### config.mk
export PLATFORM = sky130hd
export DESIGN_NAME = pdmc_top
export DESIGN_NICKNAME = d
export VERILOG_FILES = /design/src/inc/pdmc_pkg.sv /design/src/pdmc_mode_decode.sv /design/src/pdmc_top.sv /design/src/pdmc_wake_detect.sv
export VERILOG_INCLUDE_DIRS = /design/src /design/src/inc
export SDC_FILE = /design/constraint.sdc
export NUM_CORES = 1
export LEC_CHECK = 0
export ABC_AREA = 1
export BUFFER_PORTS_ARGS = -buffer_cell sky130_fd_sc_hd__buf_4
export CORE_MARGIN = 2
export CORE_UTILIZATION = 45
export DETAILED_ROUTE_END_ITERATION = 7
export PLACE_DENSITY = 0.66
export SLEW_MARGIN = 20
export SYNTH_ARGS = -nofsm -noshare
export SYNTH_HDL_FRONTEND = slang
export SYNTH_HIERARCHICAL = 1
export SYNTH_SLANG_ARGS = --single-unit
### constraint.sdc
create_clock -name sys_clk_i -period 6.7 [get_ports sys_clk_i]
set_clock_uncertainty 0.2 [all_clocks]
set_input_delay 1.34 -clock sys_clk_i [delete_from_list [all_inputs] [get_ports sys_clk_i]]
set_output_delay 1.34 -clock sys_clk_i [all_outputs]
set_load 0.005 [all_outputs]
### src/inc/pdmc_params.svh
// Constants for the power-down mode controller: offsets, fields, codes and timing.
// Notes on behaviour
// Mode chosen from control register bits 10-15.
// Software writes the whole select field at once.
// Software writes zero to field bit 15.
// Light sleep starts eight to nine cycles later.
// Unenabled wake resumes at the sleep point.
// Enabled wake runs service routine, then resumes.
// Service routine needs global and nonmaskable enables.
// Deep modes end only on device reset.
// Decode none and the two light sleep codes.
// Decode halt and loop-stop codes; others reserved.
// Light sleep gates CPU clock, DMA continues.
// Clock-halt mode stops the loop output clock.
// Loop-stop mode stops loop input, needs relock.
// Powered-down indicator high in both deep modes.
// Deep modes keep registers and freeze outputs.
// Relock wait typical 75, worst 150% more.
// Full variant eight multipliers, reduced variant four.
// CPU clock is reference times factor, or bypass.
// Wake detector runs while the CPU clock is gated.
`ifndef PDMC_PARAMS_SVH
`define PDMC_PARAMS_SVH

// ----------------------------------------
// Register map
// ----------------------------------------
`define PDMC_ADDR_W 12
`define PDMC_CSR_OFS 12'h000
`define PDMC_IMR_OFS 12'h004
`define PDMC_STAT_OFS 12'h008
`define PDMC_CSR_RST 32'h0000_0000
`define PDMC_IMR_RST 32'h0000_0000

// ----------------------------------------
// Fields
// ----------------------------------------
`define PDMC_IRQ_ALLOW_BIT 0
`define PDMC_NMI_GATE_BIT 1
`define PDMC_MASK_LSB 4
`define PDMC_PDS_LSB 10
`define PDMC_PDS_W 6

// ----------------------------------------
// Select field codes
// ----------------------------------------
`define PDMC_PDS_NONE 6'h00
`define PDMC_PDS_LIGHT_EN 6'h09
`define PDMC_PDS_LIGHT_ANY 6'h11
`define PDMC_PDS_HALT 6'h1A
`define PDMC_PDS_LSTOP 6'h1C

// ----------------------------------------
// Timing
// ----------------------------------------
`define PDMC_CLK_MHZ 100
`define PDMC_ENTRY_CYC 8
`define PDMC_LOCK_TYP_US 75
`define PDMC_LOCK_MAX_PCT 250
`define PDMC_RELOCK_CYC ((`PDMC_LOCK_TYP_US * `PDMC_CLK_MHZ * `PDMC_LOCK_MAX_PCT) / 100)

`endif

### src/inc/pdmc_pkg.sv
// Types shared by the power-down mode controller modules.
package pdmc_pkg;

	typedef enum logic [4:0] {
		ST_RUN = 5'h01,
		ST_ENTRY = 5'h02,
		ST_LIGHT = 5'h04,
		ST_DEEP = 5'h08,
		ST_RELOCK = 5'h10
	} pdmc_state_e;

	typedef enum logic [2:0] {
		MODE_NONE = 3'h0,
		MODE_LIGHT_EN = 3'h1,
		MODE_LIGHT_ANY = 3'h2,
		MODE_HALT = 3'h3,
		MODE_LSTOP = 3'h4,
		MODE_RSVD = 3'h5
	} pdmc_mode_e;

endpackage : pdmc_pkg

### src/pdmc_mode_decode.sv
// Select field decoder and clock multiplier strap decoder.
`timescale 1ns/10ps
`default_nettype none
`include "pdmc_params.svh"
module pdmc_mode_decode
	import pdmc_pkg::*;
#(
	parameter bit FULL_PIN = 1'b1
) (
	// Inputs
	input wire logic [5:0] sel_i,
	input wire logic [2:0] strap_i,
	// Decoded results
	output pdmc_mode_e mode_o,
	output logic [3:0] factor_o,
	output logic bypass_o
);

	function automatic logic [3:0] strap_factor(input logic [2:0] s);
		case (s)
			3'h0: strap_factor = 4'h1;
			3'h1: strap_factor = 4'h4;
			3'h2: strap_factor = 4'h8;
			3'h3: strap_factor = 4'hA;
			3'h4: strap_factor = 4'h6;
			3'h5: strap_factor = 4'h9;
			3'h6: strap_factor = 4'h7;
			default: strap_factor = 4'hB;
		endcase
	endfunction : strap_factor

	// The reduced-pin variant has no top strap pin, so it reads as zero.
	wire logic [2:0] eff_strap = FULL_PIN ? strap_i : {1'b0, strap_i[1:0]};

	assign factor_o = strap_factor(eff_strap);
	assign bypass_o = (eff_strap == 3'h0);

	assign mode_o = (sel_i == `PDMC_PDS_NONE) ? MODE_NONE :
		(sel_i == `PDMC_PDS_LIGHT_EN) ? MODE_LIGHT_EN :
		(sel_i == `PDMC_PDS_LIGHT_ANY) ? MODE_LIGHT_ANY :
		(sel_i == `PDMC_PDS_HALT) ? MODE_HALT :
		(sel_i == `PDMC_PDS_LSTOP) ? MODE_LSTOP : MODE_RSVD;

endmodule : pdmc_mode_decode
`default_nettype wire

### src/pdmc_top.sv
// Power-down mode controller: register file, sleep sequencing and clock control outputs.
//
// The placing of the registers and the APB register port are this design's own decisions.
`timescale 1ns/10ps
`default_nettype none
`include "pdmc_params.svh"
module pdmc_top
	import pdmc_pkg::*;
#(
	parameter int IRQ_W = 4,
	parameter bit FULL_PIN = 1'b1,
	parameter int RELOCK_CYC = `PDMC_RELOCK_CYC
) (
	// Clock and reset
	input wire logic sys_clk_i,
	input wire logic nrst_i,
	// APB slave
	input wire logic [`PDMC_ADDR_W-1:0] paddr_i,
	input wire logic psel_i,
	input wire logic penable_i,
	input wire logic pwrite_i,
	input wire logic [31:0] pwdata_i,
	input wire logic [3:0] pstrb_i,
	output logic [31:0] prdata_o,
	output logic pready_o,
	output logic pslverr_o,
	// Pins
	input wire logic [IRQ_W-1:0] irq_i,
	input wire logic [2:0] multiplier_select_i,
	// Clock control
	output logic cpu_clk_en_o,
	output logic dma_run_o,
	output logic pll_out_stop_o,
	output logic pll_in_stop_o,
	output logic powered_down_indicator_o,
	output logic io_freeze_o,
	output logic relock_busy_o,
	output logic [3:0] mult_factor_o,
	output logic pll_bypass_o,
	// Core handshake
	output logic isr_take_o,
	output logic resume_o
);

	// ----------------------------------------
	// Elaboration checks
	// ----------------------------------------
	localparam int CNT_W = $clog2(RELOCK_CYC + 1);

	if (IRQ_W < 1 || IRQ_W > 28) begin : g_bad_irq
		$error("IRQ_W must be between 1 and 28.");
	end
	if (RELOCK_CYC < `PDMC_ENTRY_CYC) begin : g_bad_relock
		$error("RELOCK_CYC must not be below the entry delay.");
	end

	// ----------------------------------------
	// Registers and synchronisers
	// ----------------------------------------
	pdmc_state_e state_ff, nxt_state;
	logic [31:0] csr_ff;
	logic [31:0] imr_ff;
	logic [CNT_W-1:0] cnt_ff, nxt_cnt;
	logic [2:0] strap1_ff;
	logic [2:0] strap2_ff;
	logic [2:0] strap_ff;
	logic deep_halt_ff;

	always_ff @(posedge sys_clk_i) begin
		strap1_ff <= multiplier_select_i;
		strap2_ff <= strap1_ff;
	end

	// ----------------------------------------
	// Decoders
	// ----------------------------------------
	pdmc_mode_e wr_mode;
	pdmc_mode_e cur_mode;
	wire logic [3:0] factor;
	wire logic bypass;
	wire logic irq_any;
	wire logic irq_en;

	function automatic logic [31:0] strb_merge(input logic [31:0] old, input logic [31:0] nw,
		input logic [3:0] strb);
		for (int i = 0; i < 4; i++) begin
			strb_merge[i*8 +: 8] = strb[i] ? nw[i*8 +: 8] : old[i*8 +: 8];
		end
	endfunction : strb_merge

	wire logic acc = psel_i && penable_i && pready_o;
	wire logic setup = psel_i && !penable_i;
	wire logic hit_csr = (paddr_i == `PDMC_CSR_OFS);
	wire logic hit_imr = (paddr_i == `PDMC_IMR_OFS);
	wire logic hit_stat = (paddr_i == `PDMC_STAT_OFS);
	wire logic unmapped = !(hit_csr || hit_imr || hit_stat);
	// Contents are held in deep modes; a bus write there is dropped.
	wire logic wr_ok = acc && pwrite_i && !pslverr_o && (state_ff != ST_DEEP);
	wire logic [31:0] csr_new = strb_merge(csr_ff, pwdata_i, pstrb_i);
	wire logic wr_csr = wr_ok && hit_csr;
	wire logic wr_imr = wr_ok && hit_imr;
	wire logic [5:0] new_sel = csr_new[`PDMC_PDS_LSB +: `PDMC_PDS_W];
	wire logic [5:0] cur_sel = csr_ff[`PDMC_PDS_LSB +: `PDMC_PDS_W];
	wire logic global_irq_allow = csr_ff[`PDMC_IRQ_ALLOW_BIT];
	wire logic nonmaskable_gate_bit = imr_ff[`PDMC_NMI_GATE_BIT];

	// Only a write taken while running starts a sequence; reserved codes do nothing.
	wire logic go = wr_csr && (state_ff == ST_RUN) && (wr_mode != MODE_NONE) &&
		(wr_mode != MODE_RSVD);

	pdmc_mode_decode #(
		.FULL_PIN(FULL_PIN)
	) u_dec (
		.sel_i(new_sel),
		.strap_i(strap_ff),
		.mode_o(wr_mode),
		.factor_o(factor),
		.bypass_o(bypass)
	);

	pdmc_mode_decode #(
		.FULL_PIN(FULL_PIN)
	) u_cur (
		.sel_i(cur_sel),
		.strap_i(3'h0),
		.mode_o(cur_mode),
		.factor_o(),
		.bypass_o()
	);

	pdmc_wake_detect #(
		.IRQ_W(IRQ_W)
	) u_wake (
		.sys_clk_i(sys_clk_i),
		.nrst_i(nrst_i),
		.irq_i(irq_i),
		.mask_i(imr_ff[`PDMC_MASK_LSB +: IRQ_W]),
		.any_o(irq_any),
		.enabled_o(irq_en)
	);

	// ----------------------------------------
	// Sequencer
	// ----------------------------------------
	wire logic light_now = (cur_mode == MODE_LIGHT_EN) || (cur_mode == MODE_LIGHT_ANY);
	wire logic wake = (state_ff == ST_LIGHT) &&
		(irq_en || ((cur_mode == MODE_LIGHT_ANY) && irq_any));
	wire logic take_isr = wake && irq_en && global_irq_allow && nonmaskable_gate_bit;
	wire logic cnt_zero = (cnt_ff == '0);

	always_comb begin
		nxt_state = state_ff;
		nxt_cnt = cnt_ff;
		case (state_ff)
			ST_RELOCK: begin
				nxt_cnt = cnt_ff - 1'b1;
				if (bypass || cnt_zero) begin
					nxt_state = ST_RUN;
				end
			end
			ST_RUN: begin
				if (go) begin
					nxt_state = ST_ENTRY;
					nxt_cnt = CNT_W'(`PDMC_ENTRY_CYC - 1);
				end
			end
			ST_ENTRY: begin
				nxt_cnt = cnt_ff - 1'b1;
				if (cnt_zero) begin
					nxt_state = light_now ? ST_LIGHT : ST_DEEP;
				end
			end
			ST_LIGHT: begin
				if (wake) begin
					nxt_state = ST_RUN;
				end
			end
			default: begin
				nxt_state = ST_DEEP;
			end
		endcase
	end

	always_ff @(posedge sys_clk_i) begin
		if (!nrst_i) begin
			state_ff <= ST_RELOCK;
			cnt_ff <= CNT_W'(RELOCK_CYC - 1);
		end else begin
			state_ff <= nxt_state;
			cnt_ff <= nxt_cnt;
		end
	end

	// The strap is caught only while relocking, so a pin change in normal running has no effect.
	always_ff @(posedge sys_clk_i) begin
		if (state_ff == ST_RELOCK) begin
			strap_ff <= strap2_ff;
		end
	end

	always_ff @(posedge sys_clk_i) begin
		if (!nrst_i) begin
			deep_halt_ff <= 1'b0;
		end else if (go) begin
			deep_halt_ff <= (wr_mode == MODE_HALT);
		end
	end

	// ----------------------------------------
	// Register file
	// ----------------------------------------
	always_ff @(posedge sys_clk_i) begin
		if (!nrst_i) begin
			csr_ff <= `PDMC_CSR_RST;
		end else begin
			// A write that meets a wake still lands; only the select field is cleared.
			if (wr_csr) begin
				csr_ff <= csr_new;
			end
			if (wake) begin
				csr_ff[`PDMC_PDS_LSB +: `PDMC_PDS_W] <= `PDMC_PDS_NONE;
			end
		end
	end

	always_ff @(posedge sys_clk_i) begin
		if (!nrst_i) begin
			imr_ff <= `PDMC_IMR_RST;
		end else if (wr_imr) begin
			imr_ff <= strb_merge(imr_ff, pwdata_i, pstrb_i);
		end
	end

	wire logic [31:0] stat_word = {15'h0000, bypass, 4'h0, factor, 3'h0, state_ff};
	wire logic [31:0] rd_word = hit_csr ? csr_ff : hit_imr ? imr_ff : hit_stat ? stat_word : 32'h0000_0000;

	always_ff @(posedge sys_clk_i) begin
		if (!nrst_i) begin
			pready_o <= 1'b0;
			pslverr_o <= 1'b0;
			prdata_o <= 32'h0000_0000;
		end else begin
			pready_o <= setup;
			pslverr_o <= setup && unmapped;
			prdata_o <= (setup && !pwrite_i) ? rd_word : 32'h0000_0000;
		end
	end

	// ----------------------------------------
	// Outputs
	// ----------------------------------------
	wire logic nxt_deep = (nxt_state == ST_DEEP);
	wire logic nxt_halt = nxt_deep && (state_ff == ST_ENTRY ? (cur_mode == MODE_HALT) : deep_halt_ff);

	always_ff @(posedge sys_clk_i) begin
		if (!nrst_i) begin
			cpu_clk_en_o <= 1'b0;
			dma_run_o <= 1'b1;
			pll_out_stop_o <= 1'b0;
			pll_in_stop_o <= 1'b0;
			powered_down_indicator_o <= 1'b0;
			io_freeze_o <= 1'b0;
			relock_busy_o <= 1'b1;
			isr_take_o <= 1'b0;
			resume_o <= 1'b0;
			mult_factor_o <= 4'h1;
			pll_bypass_o <= 1'b1;
		end else begin
			cpu_clk_en_o <= (nxt_state == ST_RUN) || (nxt_state == ST_ENTRY);
			dma_run_o <= !nxt_deep;
			pll_out_stop_o <= nxt_halt;
			pll_in_stop_o <= nxt_deep && !nxt_halt;
			powered_down_indicator_o <= nxt_deep;
			io_freeze_o <= nxt_deep;
			relock_busy_o <= (nxt_state == ST_RELOCK);
			isr_take_o <= take_isr;
			resume_o <= wake && !take_isr;
			mult_factor_o <= factor;
			pll_bypass_o <= bypass;
		end
	end
endmodule : pdmc_top
`default_nettype wire

### src/pdmc_wake_detect.sv
// Interrupt pin synchroniser and wake qualification on the free-running clock.
`timescale 1ns/10ps
`default_nettype none
module pdmc_wake_detect #(
	parameter int IRQ_W = 4
) (
	// Clock and reset
	input wire logic sys_clk_i,
	input wire logic nrst_i,
	// Interrupt pins and enables
	input wire logic [IRQ_W-1:0] irq_i,
	input wire logic [IRQ_W-1:0] mask_i,
	// Qualified results
	output logic any_o,
	output logic enabled_o
);

	logic [IRQ_W-1:0] sync1_ff;
	logic [IRQ_W-1:0] sync2_ff;

	// Runs on the ungated clock so a pending line can reopen the CPU clock.
	always_ff @(posedge sys_clk_i) begin
		if (!nrst_i) begin
			sync1_ff <= '0;
			sync2_ff <= '0;
		end else begin
			sync1_ff <= irq_i;
			sync2_ff <= sync1_ff;
		end
	end

	assign any_o = |sync2_ff;
	assign enabled_o = |(sync2_ff & mask_i);

endmodule : pdmc_wake_detect
`default_nettype wire

==> flow_summary.ini <==
[run_status]
outcome = finished, final reports clean

[placed_design]
port_buffers = 107
dp_slack_ns = 2.398
place_inst = 1101
place_congestion = 0.8939
hpwl_um = 10590

[critical_path]
reg2reg_from = csr_ff[13]
cp-endpoint = prdata_o[30]
worstPathArrival_ns = 3.98
rr_endpoint = cnt_ff[11]
ff2ff_setup_slack_ns = 4.10
critPathLaunchType = input pin
critPathKind = in2reg
reg2regPathDepth = 11
crit_fanout = 84
crit_start = nrst_i
critPathRequiredTime_ns = 6.84
endpoint_kind = flip-flop

[power]
finalPower_mw = 2.171
power_density_nw_per_um2 = 283.9
leakagePower_nw = 3.262
ir_drop_mv = 0.1834

[finish]
diodes = 0
syn2layout_area_growth_pct = 24.09
drive_gt1_frac = 0.1829
fin_cells = 1133
fin_util = 0.5750
nets = 1006

[synthesis]
ys_warn_count = 6
synthCells = 848
syn_area_sq_um = 6161
synth_fp_nets = 910
synth.avg_cell_area_sq_um = 7.265

[cts]
clk_latency_ns = 0.42
cts_setup_buffers = 0
clockBufferDepth = 2
clk_pin_slew_ns = 0.06
cts_buffers = 17
htreeDepth = 4
cts_sinks = 149
cts_hold_buffers = 0
cts_root_buffer = clkbuf_16
cts-resized-gates = 0
cts_tree = done

[die]
initial_core_util = 0.4634
fp.dieH_um = 121.0
io_pins = 108
die_area_sq_um = 14640
core_area_sq_um = 13300
die_w_um = 121.0
rows = 42

[global_route]
grtUsageTotal = 0.2153
grt_max_degree = 85
grt_overflow = 0
antenna_found_initial = 0
grt_pass1_vias = 5092
grt_pass1_wl_um = 24690

[drt]
drc = 0
drt_iter0_drc = 442
vias = 5591
ant_nets = 0
vias_per_cell = 4.935
first_pass_iters = 5
finalWirelength_um = 15070
wl_per_cell_um = 13.30

[timing]
post-route-period-util = 0.5735
fin_setup_tns_ns = 0
hold_viol = 0
rsz0062_at_grt = false
worstMarginPinSlew_ns = 0.8315
period_needed_ns = 3.842
setup_violations = 0
slew_headroom = 0.4450
fin_ws_ns = 2.858
slew_violations = 0
fmax_ghz = 0.2603

[min_path]
holdCritPathClass = reg2reg

[run]
drv_cap = 0
-- critical path: stages --
cell and delay [ns]:
buf_4 0.55, inv_1 0.41, nor3_2 0.22, inv_1 0.07
nor2_1 0.48, inv_1 0.56, a21oi_1 0.27
-- cell type report --
cell class	count	area (sq um)
clock buffers	24	501.7
fillers	1288	5650
flip-flops and latches	149	3013
multi-input cells	586	2694
clock inverters	8	96.34
repair buffers	108	810.8
well taps	176	220.2
inverters	82	309.0
-- worst min path at each step --
| stage | startpoint | slack, ns | endpoint | cells past startpoint |
|---|---|---|---|---|
| 3_5_place_dp | strap1_ff[1] | 0.11 | strap2_ff[1] | 0 |
| 2_1_floorplan | strap1_ff[0] | 0.11 | strap2_ff[0] | 0 |
| 6_report | strap1_ff[1] | 0.12 | strap2_ff[1] | 0 |
| 4_1_cts | strap1_ff[1] | 0.13 | strap2_ff[1] | 0 |
| 3_3_place_gp | strap1_ff[0] | 0.11 | strap2_ff[0] | 0 |
| 5_1_grt | strap1_ff[1] | 0.14 | strap2_ff[1] | 0 |
-- power breakdown --
group	switching, mW	internal, mW
Clock	0.356	0.595
Combinational	0.151	0.102
Sequential	0.0313	0.934
-- placed cells by master, fill, tap and decap left out, drive strengths merged --
cell type	count
a211oi	4
a21oi	77
a31oi	1
and3	1
buf	108
bufinv	2
clkbuf	24
clkinv	6
clkinvlp	1
dfxtp	146
edfxtp	3
ha	2
inv	81
nand2	168
nand3	49
nand3b	3
nand4	5
nor2	173
nor3	4
nor4	2
o211ai	4
o21ai	79
o21bai	2
or2	7
xor2	5
-- through the flow --
stage	hold slack (ns)	area [sq um]
2_1_floorplan	0.1096	6161
6_report	0.1245	7645
3_3_place_gp	0.1109	7042
5_1_grt	0.1406	7645
3_5_place_dp	0.1132	7042
4_1_cts	0.1269	7640
-- sequential cells by signal, summed over array words and instances (netlist names), 3 cells and up --
register / cells
strap2_ff: 3
strap1_ff: 3
u_wake/sync1_ff: 4
u_wake/sync2_ff: 4
strap_ff: 3
mult_factor_o: 4
prdata_o: 32
imr_ff: 32
state_ff: 5
csr_ff: 32
cnt_ff: 15
-- per-layer routing --
layer	routed length, um	share of wire	GRT usage	vias up
met4	239	0.016	0.08212	0
met2	7159	0.47	0.3536	143
met5	0	0	0	-
li1	-	-	-	2918
met1	6780	0.45	0.2761	2511
met3	892	0.059	0.04746	19
Power figures use the tool's default switching activity.
